===== src/core/adcsh_cfg.svh =====
// Offsets, field positions and timing counts of the serial converter host
`ifndef ADCSH_CFG_SVH
`define ADCSH_CFG_SVH

// Own APB registers (byte addresses)
`define ADCSH_CTRL_OFS 12'h000
`define ADCSH_CFGW_OFS 12'h004
`define ADCSH_STAT_OFS 12'h008
`define ADCSH_RES_OFS 12'h00C
`define ADCSH_CFGR_OFS 12'h010
`define ADCSH_DIV_OFS 12'h014

// Control register bits (write 1 to start; bit 3 STEN is not decoded)
`define ADCSH_CTRL_CONV 0
`define ADCSH_CTRL_WR 1
`define ADCSH_CTRL_RD 2
`define ADCSH_CTRL_STEN 3

// Command byte: leading 0, read/write bit, then fixed pattern
`define ADCSH_CMD_PATTERN 6'h14
`define ADCSH_CMD_WRITE 1'h0
`define ADCSH_CMD_READ 1'h1

// Configuration byte fields
`define ADCSH_CFG_STEN 4
`define ADCSH_CFG_SPAN 3
`define ADCSH_CFG_HIZ 2
`define ADCSH_CFG_LATE 1
`define ADCSH_CFG_OVN 0
`define ADCSH_CFG_RESET 8'h01

// Frame lengths in serial clock cycles
`define ADCSH_REG_BITS 6'h10
`define ADCSH_RES_BITS 6'h10
`define ADCSH_STS_BITS 6'h16

// Timing, ns and derived 50 MHz cycle counts
`define ADCSH_CLK_NS 20
`define ADCSH_TCONV_NS 320
`define ADCSH_QUIET1_NS 190
`define ADCSH_QUIET2_NS 60
`define ADCSH_TCONV_CYC ((`ADCSH_TCONV_NS + `ADCSH_CLK_NS - 1) / `ADCSH_CLK_NS)
`define ADCSH_QUIET1_CYC ((`ADCSH_QUIET1_NS + `ADCSH_CLK_NS - 1) / `ADCSH_CLK_NS)
`define ADCSH_QUIET2_CYC ((`ADCSH_QUIET2_NS + `ADCSH_CLK_NS - 1) / `ADCSH_CLK_NS)
`define ADCSH_DIV_RESET 8'h02

`endif


===== src/core/adcsh_pkg.sv =====
// Types of the serial converter host
package adcsh_pkg;
	typedef enum logic [2:0] {
		ADCSH_IDLE,
		ADCSH_CONV,
		ADCSH_QUIET,
		ADCSH_SHIFT,
		ADCSH_GAP
	} adcsh_state_t;
	typedef enum logic [1:0] {
		ADCSH_OP_CONV,
		ADCSH_OP_WR,
		ADCSH_OP_RD
	} adcsh_op_t;
endpackage


===== src/core/adcsh_shift_if.sv =====
// Handshake between the frame sequencer and the serial shifter
`timescale 1ns/1ns
interface adcsh_shift_if;
	logic start;
	logic [5:0] bitCount;
	logic [23:0] txWord;
	logic busy;
	logic done;
	logic [23:0] rxWord;
	modport seq (output start, output bitCount, output txWord,
		input busy, input done, input rxWord);
	modport shf (input start, input bitCount, input txWord,
		output busy, output done, output rxWord);
endinterface


===== src/core/adcsh_host.sv =====
// Host controller for the serial converter configuration and readback port
//
// The APB register port and the placing of the registers were chosen for this implementation.
`timescale 1ns/1ns
`include "adcsh_cfg.svh"
module adcsh_host
	import adcsh_pkg::*;
(
	input wire logic clk,
	input wire logic sys_rst,
	input wire logic psel,
	input wire logic penable,
	input wire logic pwrite,
	input wire logic [11:0] paddr,
	input wire logic [31:0] pwdata,
	output logic [31:0] prdata,
	output logic pready,
	output logic pslverr,
	output logic convert_line,
	output logic serial_clock,
	output logic serial_data_in,
	input wire logic serial_data_out
);
	// ------------------------------------------------------------
	// Pin input and shifter
	// ------------------------------------------------------------
	logic misoSync;
	logic sclkRaw;
	logic mosiRaw;
	logic [7:0] div_q;
	adcsh_shift_if sh ();

	adcsh_sync u_sync (
		.clk(clk),
		.sys_rst(sys_rst),
		.pinIn(serial_data_out),
		.syncOut(misoSync)
	);

	adcsh_shifter u_shf (
		.clk(clk),
		.sys_rst(sys_rst),
		.halfDiv(div_q),
		.misoSync(misoSync),
		.sh(sh.shf),
		.sclk_q(sclkRaw),
		.mosi_q(mosiRaw)
	);

	// ------------------------------------------------------------
	// Registers
	// ------------------------------------------------------------
	adcsh_state_t state_q;
	adcsh_op_t op_q;
	logic cnv_q;
	logic [7:0] cfgWr_q;
	logic [7:0] cfgRd_q;
	logic [15:0] result_q;
	logic [5:0] status_q;
	logic statusOn_q;
	logic lateOn_q;
	logic busyFlag_q;
	logic done_q;
	logic pendConv_q;
	logic pendWr_q;
	logic pendRd_q;
	logic [7:0] wait_q;
	logic start_q;
	logic [5:0] bits_q;
	logic [23:0] tx_q;
	logic sclkOut_q;
	logic sdiOut_q;

	// ------------------------------------------------------------
	// APB decode
	// ------------------------------------------------------------
	logic access;
	logic wrAccess;
	logic hitCtrl;
	logic hitCfgw;
	logic hitStat;
	logic hitRes;
	logic hitCfgr;
	logic hitDiv;
	logic hitAny;
	logic [31:0] rdMux;
	assign access = psel && penable && !pready;
	assign wrAccess = access && pwrite;
	assign hitCtrl = (paddr == `ADCSH_CTRL_OFS);
	assign hitCfgw = (paddr == `ADCSH_CFGW_OFS);
	assign hitStat = (paddr == `ADCSH_STAT_OFS);
	assign hitRes = (paddr == `ADCSH_RES_OFS);
	assign hitCfgr = (paddr == `ADCSH_CFGR_OFS);
	assign hitDiv = (paddr == `ADCSH_DIV_OFS);
	assign hitAny = hitCtrl | hitCfgw | hitStat | hitRes | hitCfgr | hitDiv;
	assign rdMux = hitCtrl ? {30'h0, lateOn_q, statusOn_q} :
		hitCfgw ? {24'h0, cfgWr_q} :
		hitStat ? {24'h0, status_q, done_q, busyFlag_q} :
		hitRes ? {16'h0, result_q} :
		hitCfgr ? {24'h0, cfgRd_q} :
		hitDiv ? {24'h0, div_q} : 32'h0;

	always_ff @(posedge clk or posedge sys_rst) begin
		if (sys_rst) begin
			pready <= 1'b0;
			pslverr <= 1'b0;
			prdata <= 32'h0;
		end else begin
			pready <= access;
			pslverr <= access && !hitAny;
			prdata <= (access && !pwrite) ? rdMux : 32'h0;
		end
	end

	// Command word: leading 0, direction, fixed pattern, data byte
	logic [7:0] cmdWr;
	logic [7:0] cmdRd;
	logic [7:0] wrByte;
	assign cmdWr = {1'b0, `ADCSH_CMD_WRITE, `ADCSH_CMD_PATTERN};
	assign cmdRd = {1'b0, `ADCSH_CMD_READ, `ADCSH_CMD_PATTERN};
	// Bit 0 forced high so data-in rests high for the next convert rise
	assign wrByte = {3'h0, cfgWr_q[4:1], 1'b1};

	// ------------------------------------------------------------
	// Frame sequencer
	// ------------------------------------------------------------
	logic startWr;
	logic startRd;
	logic startConv;
	assign startWr = pendWr_q;
	assign startRd = !pendWr_q && pendRd_q;
	assign startConv = !pendWr_q && !pendRd_q && pendConv_q;
	assign sh.start = start_q;
	assign sh.bitCount = bits_q;
	assign sh.txWord = tx_q;

	always_ff @(posedge clk or posedge sys_rst) begin
		if (sys_rst) begin
			state_q <= ADCSH_IDLE;
			op_q <= ADCSH_OP_CONV;
			cnv_q <= 1'b1;
			cfgWr_q <= `ADCSH_CFG_RESET;
			cfgRd_q <= `ADCSH_CFG_RESET;
			result_q <= 16'h0;
			status_q <= 6'h0;
			statusOn_q <= 1'b0;
			lateOn_q <= 1'b0;
			busyFlag_q <= 1'b0;
			done_q <= 1'b0;
			pendConv_q <= 1'b0;
			pendWr_q <= 1'b0;
			pendRd_q <= 1'b0;
			wait_q <= 8'h0;
			start_q <= 1'b0;
			bits_q <= 6'h0;
			tx_q <= 24'h0;
			div_q <= `ADCSH_DIV_RESET;
		end else begin
			start_q <= 1'b0;
			if (wrAccess && hitCfgw) begin
				cfgWr_q <= pwdata[7:0];
			end
			if (wrAccess && hitDiv) begin
				div_q <= (pwdata[7:0] == 8'h00) ? 8'h01 : pwdata[7:0];
			end
			// Done is write-one-to-clear; a new completion wins over the clear
			if (wrAccess && hitStat && pwdata[1]) begin
				done_q <= 1'b0;
			end
			if (wrAccess && hitCtrl) begin
				pendConv_q <= pendConv_q | pwdata[`ADCSH_CTRL_CONV];
				pendWr_q <= pendWr_q | pwdata[`ADCSH_CTRL_WR];
				// Only a single device is assumed, so reads are allowed
				pendRd_q <= pendRd_q | pwdata[`ADCSH_CTRL_RD];
			end
			case (state_q)
				ADCSH_IDLE: begin
					if (startWr || startRd || startConv) begin
						busyFlag_q <= 1'b1;
						state_q <= ADCSH_CONV;
						// Convert is already high since the gap; conversion time also serves as quiet time
						cnv_q <= 1'b1;
						wait_q <= 8'(`ADCSH_TCONV_CYC);
						if (startWr) begin
							op_q <= ADCSH_OP_WR;
							pendWr_q <= 1'b0;
						end else if (startRd) begin
							op_q <= ADCSH_OP_RD;
							pendRd_q <= 1'b0;
						end else begin
							op_q <= ADCSH_OP_CONV;
							pendConv_q <= 1'b0;
						end
					end
				end
				ADCSH_CONV: begin
					// Convert held high, no clock edges for the full conversion
					if (wait_q > 8'h01) begin
						wait_q <= wait_q - 8'h01;
					end else begin
						wait_q <= 8'(`ADCSH_QUIET1_CYC);
						state_q <= ADCSH_QUIET;
					end
				end
				ADCSH_QUIET: begin
					// Quiet-after-convert before lowering convert
					if (wait_q > 8'h01) begin
						wait_q <= wait_q - 8'h01;
					end else begin
						cnv_q <= 1'b0;
						start_q <= 1'b1;
						state_q <= ADCSH_SHIFT;
						if (op_q == ADCSH_OP_CONV) begin
							// Status bits extend the frame to 22 edges
							// All six are clocked out; stopping early would save little
							bits_q <= statusOn_q ? `ADCSH_STS_BITS : `ADCSH_RES_BITS;
							tx_q <= 24'hFFFFFF;
						end else begin
							// Register frame shares the readback slot of this conversion
							bits_q <= `ADCSH_REG_BITS;
							tx_q <= (op_q == ADCSH_OP_WR) ? {cmdWr, wrByte, 8'hFF} :
								{cmdRd, 8'hFF, 8'hFF};
						end
					end
				end
				ADCSH_SHIFT: begin
					if (sh.done) begin
						state_q <= ADCSH_GAP;
						wait_q <= 8'(`ADCSH_QUIET2_CYC);
						done_q <= 1'b1;
						case (op_q)
							ADCSH_OP_WR: begin
								// Shadow of the written enables
								statusOn_q <= cfgWr_q[`ADCSH_CFG_STEN];
								lateOn_q <= cfgWr_q[`ADCSH_CFG_LATE];
							end
							ADCSH_OP_RD: begin
								// Data byte carries the register, MSB first
								cfgRd_q <= sh.rxWord[7:0];
							end
							default: begin
								// Result first, then status MSB first
								if (statusOn_q) begin
									result_q <= sh.rxWord[21:6];
									status_q <= sh.rxWord[5:0];
								end else begin
									result_q <= sh.rxWord[15:0];
								end
							end
						endcase
					end
				end
				ADCSH_GAP: begin
					// Quiet-before-convert after last falling edge
					if (wait_q > 8'h01) begin
						wait_q <= wait_q - 8'h01;
					end else begin
						cnv_q <= 1'b1;
						busyFlag_q <= 1'b0;
						state_q <= ADCSH_IDLE;
					end
				end
				default: begin
					state_q <= ADCSH_IDLE;
				end
			endcase
		end
	end

	// ------------------------------------------------------------
	// Pin outputs, registered
	// ------------------------------------------------------------
	always_ff @(posedge clk or posedge sys_rst) begin
		if (sys_rst) begin
			sclkOut_q <= 1'b0;
			sdiOut_q <= 1'b1;
		end else begin
			sclkOut_q <= sclkRaw;
			sdiOut_q <= mosiRaw;
		end
	end
	assign convert_line = cnv_q;
	assign serial_clock = sclkOut_q;
	assign serial_data_in = sdiOut_q;
endmodule


===== src/core/adcsh_shifter.sv =====
// Mode 0 serial shifter: idle-low clock, data out before rise, capture at the end of the high phase
`timescale 1ns/1ns
module adcsh_shifter
	import adcsh_pkg::*;
(
	input wire logic clk,
	input wire logic sys_rst,
	input wire logic [7:0] halfDiv,
	input wire logic misoSync,
	adcsh_shift_if.shf sh,
	output logic sclk_q,
	output logic mosi_q
);
	logic [5:0] left_q;
	logic [7:0] div_q;
	logic [23:0] tx_q;
	logic [23:0] rx_q;
	logic done_q;
	logic tick;
	assign tick = (div_q == 8'h00);
	assign sh.busy = (left_q != 6'h00);
	assign sh.done = done_q;
	assign sh.rxWord = rx_q;
	always_ff @(posedge clk or posedge sys_rst) begin
		if (sys_rst) begin
			left_q <= 6'h00;
			div_q <= 8'h00;
			tx_q <= 24'h000000;
			rx_q <= 24'h000000;
			sclk_q <= 1'b0;
			mosi_q <= 1'b1;
			done_q <= 1'b0;
		end else begin
			done_q <= 1'b0;
			if (sh.start && left_q == 6'h00) begin
				left_q <= sh.bitCount;
				tx_q <= sh.txWord << 1;
				mosi_q <= sh.txWord[23];
				rx_q <= 24'h000000;
				div_q <= halfDiv;
				sclk_q <= 1'b0;
			end else if (left_q != 6'h00) begin
				div_q <= tick ? halfDiv : div_q - 8'h01;
				if (tick && !sclk_q) begin
					sclk_q <= 1'b1;
				end else if (tick) begin
					// Capture at the end of the high phase: the pin lags by one cycle and
					// the synchroniser by two more, and the bit holds until the next fall
					rx_q <= {rx_q[22:0], misoSync};
					// Falling edge presents the next bit
					sclk_q <= 1'b0;
					mosi_q <= tx_q[23];
					tx_q <= tx_q << 1;
					left_q <= left_q - 6'h01;
					done_q <= (left_q == 6'h01);
				end
			end else begin
				// Data-in rests high between frames
				mosi_q <= 1'b1;
			end
		end
	end
endmodule


===== src/core/adcsh_sync.sv =====
// Two flip-flop synchroniser for a pin input
`timescale 1ns/1ns
module adcsh_sync (
	input wire logic clk,
	input wire logic sys_rst,
	input wire logic pinIn,
	output logic syncOut
);
	logic meta_q;
	always_ff @(posedge clk or posedge sys_rst) begin
		if (sys_rst) begin
			meta_q <= 1'b0;
			syncOut <= 1'b0;
		end else begin
			meta_q <= pinIn;
			syncOut <= meta_q;
		end
	end
endmodule


===== config.mk =====
export PLATFORM = sky130hd
export DESIGN_NAME = adcsh_host
export DESIGN_NICKNAME = d
export VERILOG_FILES = /design/src/core/adcsh_pkg.sv /design/src/core/adcsh_shift_if.sv /design/src/core/adcsh_host.sv /design/src/core/adcsh_shifter.sv /design/src/core/adcsh_sync.sv
export VERILOG_INCLUDE_DIRS = /design/src /design/src/core
export SDC_FILE = /design/constraint.sdc
export NUM_CORES = 1
export LEC_CHECK = 0
export ABC_AREA = 1
export BUFFER_PORTS_ARGS = -buffer_cell sky130_fd_sc_hd__clkbuf_2
export CORE_MARGIN = 2
export CORE_UTILIZATION = 35
export DETAILED_ROUTE_END_ITERATION = 6
export PLACE_DENSITY_LB_ADDON = 0.1
export SYNTH_ARGS = -nofsm -noshare
export SYNTH_HDL_FRONTEND = slang
export SYNTH_SLANG_ARGS = --single-unit

===== constraint.sdc =====
create_clock -name clk -period 7.26 [get_ports clk]
set_input_delay 0.363 -clock clk [delete_from_list [all_inputs] [get_ports clk]]
set_output_delay 0.363 -clock clk [all_outputs]
set_load 0.05 [all_outputs]

==> flow_summary.json <==
{
  "grt_overflow_total": 0,
  "first_pass_iters": 5,
  "antenna_cells": 0,
  "p_int_mw": 1.39,
  "startpoint": "u_shf.div_q[0]",
  "yosys_warnings": 0,
  "ys_ff_latch": 160,
  "synthCells": 918,
  "drv_cap": 0,
  "ctsHoldBuffers": 0,
  "synth_seq_area_share_pct": 51.4,
  "io_pins": 87,
  "crit_buf_inv": 2,
  "tns_ns": 0,
  "rows": 54,
  "clock-sinks": 160,
  "cp.arrival_ns": 3.12,
  "crit_type": "reg -> reg",
  "place_congestion": 0.782,
  "relSlewSlack_pct": 43.0,
  "pwr-share-comb_pct": 4.1,
  "switching_share_pct": 25.3,
  "area_delta_synth_final_pct": 12.2,
  "critPathMaxStageDelay_ns": 0.51,
  "hold_start": "serial_data_out",
  "drv_slew": 0,
  "vias_per_cell": 4.75,
  "p_per_area_mw_per_mm2": 213,
  "wl_per_cell_um": 14.6,
  "cts_resized": 0,
  "yosysUniqueCellTypes": 47,
  "clockPowerShare_pct": 47.6,
  "fin_util_pct": 40.1,
  "fmax_mhz": 363,
  "hold_path_class": "in -> reg",
  "clock_latency_ns": 0.43,
  "power_frac_seq_pct": 48.3,
  "cts_root_buffer": "clkbuf_16",
  "r2r_start": "u_shf.div_q[0]",
  "crit_chain": "inv_1 > ha_1 > nand4_1 > nor2_4 > nand3_2 > nand2_2 > buf_4 > nand3_1 > nand2_1 > nand2_1 > nor2_1",
  "worstPathMaxFanout": 58,
  "core_area_mm2": 0.0218,
  "yosysMostFrequentCell": "nand2_1",
  "cts_buffers": 17,
  "cp.required_ns": 7.62,
  "r2r_cells": 11,
  "rsz0062_at_grt": "no",
  "start_kind": "flop",
  "clk_path_buf_depth": 2,
  "ys_top_cells_by_count": "nand2_1 (205), dfrtp_1 (154), inv_1 (105)",
  "synthArstFlopShare_pct": 100,
  "detail-route-antenna-nets": 0,
  "drc_errors": 0,
  "avgSynthCellArea_um2": 8.49,
  "fin_skew_ns": 0.0116,
  "synth_top_area_share_pct": 49.4,
  "p_total_mw": 1.86,
  "setup_viol": 0,
  "grt_pass1_wl_um": 30800,
  "whs_ns": 0.0368,
  "fin_crit_sh_pct": 38.0,
  "initial_core_util_pct": 35.7,
  "worst_pin_slew_ns": 0.855,
  "crit_path_end_kind": "flop",
  "num-fill-cells": 2266,
  "drt_iter0_drc": 354,
  "final_hold_viol_count": 0,
  "drt_wl_total_um": 18200,
  "dieHeight_um": 153,
  "cts_tree": "done",
  "slowest_stage": "buf_4",
  "rrSetupSlack_ns": 4.50,
  "antenna_found_initial": 0,
  "reg2reg_to": "u_shf.left_q[3]",
  "hpwl_um": 12900,
  "syn_area_mm2": 0.00780,
  "endpoint": "u_shf.left_q[3]",
  "peakVddDrop_mv": 0.102,
  "layout-drive-gt1-share_pct": 15.0,
  "port_buffers": 46,
  "yosys.area.top_type": "dfrtp_1",
  "grt_pass1_vias": 5797,
  "critical_path_depth": 11,
  "grt_max_degree": 94,
  "clk_pin_slew_ns": 0.07,
  "outcome": "finished clean",
  "crit_family": "simple AND/OR/NAND/NOR gates",
  "synth_edf_count": 0,
  "synth_area_leaders": "dfrtp_1 (49%), nand2_1 (9.9%), inv_1 (5.1%)",
  "synth_ff_type": "dfrtp_1",
  "leakagePower_nw": 4.20,
  "fin_nets": 1016,
  "die_area_mm2": 0.0235,
  "cts.htree.levels": 4,
  "num_vias": 5936,
  "netSwitchingPower_uw": 471,
  "crit_top_cell": "nand2_1",
  "layout_min_cycle_time_ns": 2.76,
  "die_w_um": 153,
  "gr-usage-all-layers_pct": 16.4,
  "cts_setup_buffers": 0
}
-- registers in the layout, indices dropped and copies added, names as in the netlist, 2 cells and up --
register,count
cfgRd_q,8
u_shf.tx_q,23
u_shf.left_q,6
div_q,8
prdata,16
result_q,16
u_shf.sh.rxWord,22
op_q,2
cfgWr_q,8
wait_q,8
state_q,3
status_q,6
u_shf.div_q,8
sh.txWord,7
-- cell families after synthesis --
| kind of cell | Yosys count | synth area share [%] |
|---|---|---|
| AOI/OAI and AO/OA | 188 | 13.5 |
| xor gates and xnor gates | 11 | 1.24 |
| adders and majority gates | 10 | 1.60 |
| buffers and inverters | 171 | 9.71 |
| DFF | 160 | 51.4 |
| muxes | 1 | 0.144 |
| other | 1 | 0.0481 |
| and+or+nand+nor | 376 | 22.3 |
-- layout by cell type, fill, tap and decap left out, types with 10 or more instances in the layout --
cell type,count
dfrtp_1,154
clkbuf_2,46
ha_1,10
clkbuf_16,17
xor2_1,10
nor3_1,14
inv_2,20
inv_1,104
nor2_1,72
nand3_1,27
o211ai_1,13
nand4_1,22
a31oi_1,17
o22ai_1,17
a21oi_1,36
o21ai_1,18
o21ai_0,76
conb_1,16
nand2_1,205
-- how the worst min path moves through the flow --
stage,to,slack (ns),cells after the start
floorplan,u_sync.syncOut,0.33,0
global placement,u_sync.syncOut,0.35,0
detailed placement,serial_data_in,0.36,0
CTS,u_sync.meta_q,0.02,1
global route,u_sync.meta_q,0.02,1
finish,u_sync.meta_q,0.04,1
-- metal layers --
metal  part of all wire [%]  vias to the layer above  track usage, %
met1                     51                     2806            23.6
li1                       -                     3041               -
met5                      0                        -               0
met3                    2.5                       14            2.89
met4                    1.1                        0            4.50
met2                     45                       75            25.4
-- power groups by stage --
| stage | Sequential (mW) | Clock (mW) | Combinational (mW) |
|---|---|---|---|
| floorplan | 0.919 | 0 | 0.0608 |
| global placement | 0.917 | 0 | 0.0790 |
| detailed placement | 0.917 | 0 | 0.0788 |
| CTS | 0.900 | 0.910 | 0.0790 |
| global route | 0.901 | 0.950 | 0.0869 |
| finish | 0.900 | 0.887 | 0.0770 |
-- stage by stage --
stage	instance area, um^2	std cells	setup slack [ns]
2_1_floorplan	7850	933	2.59
3_3_place_gp	8180	1217	4.55
3_5_place_dp	8180	1217	4.50
4_1_cts	8750	1249	4.48
5_1_grt	8750	1249	4.19
6_report	8750	1249	4.50
-- area by class of cell --
cell class,count,area [um^2],area share [%]
clock buffer,17,425,4.86
clock inverter,15,148,1.69
inverter,126,478,5.46
multi-input combinational,602,3090,35.3
sequential,160,4010,45.8
tap,280,350,4.00
timing repair buffer,49,253,2.89
(Power assumes the default switching activity.)
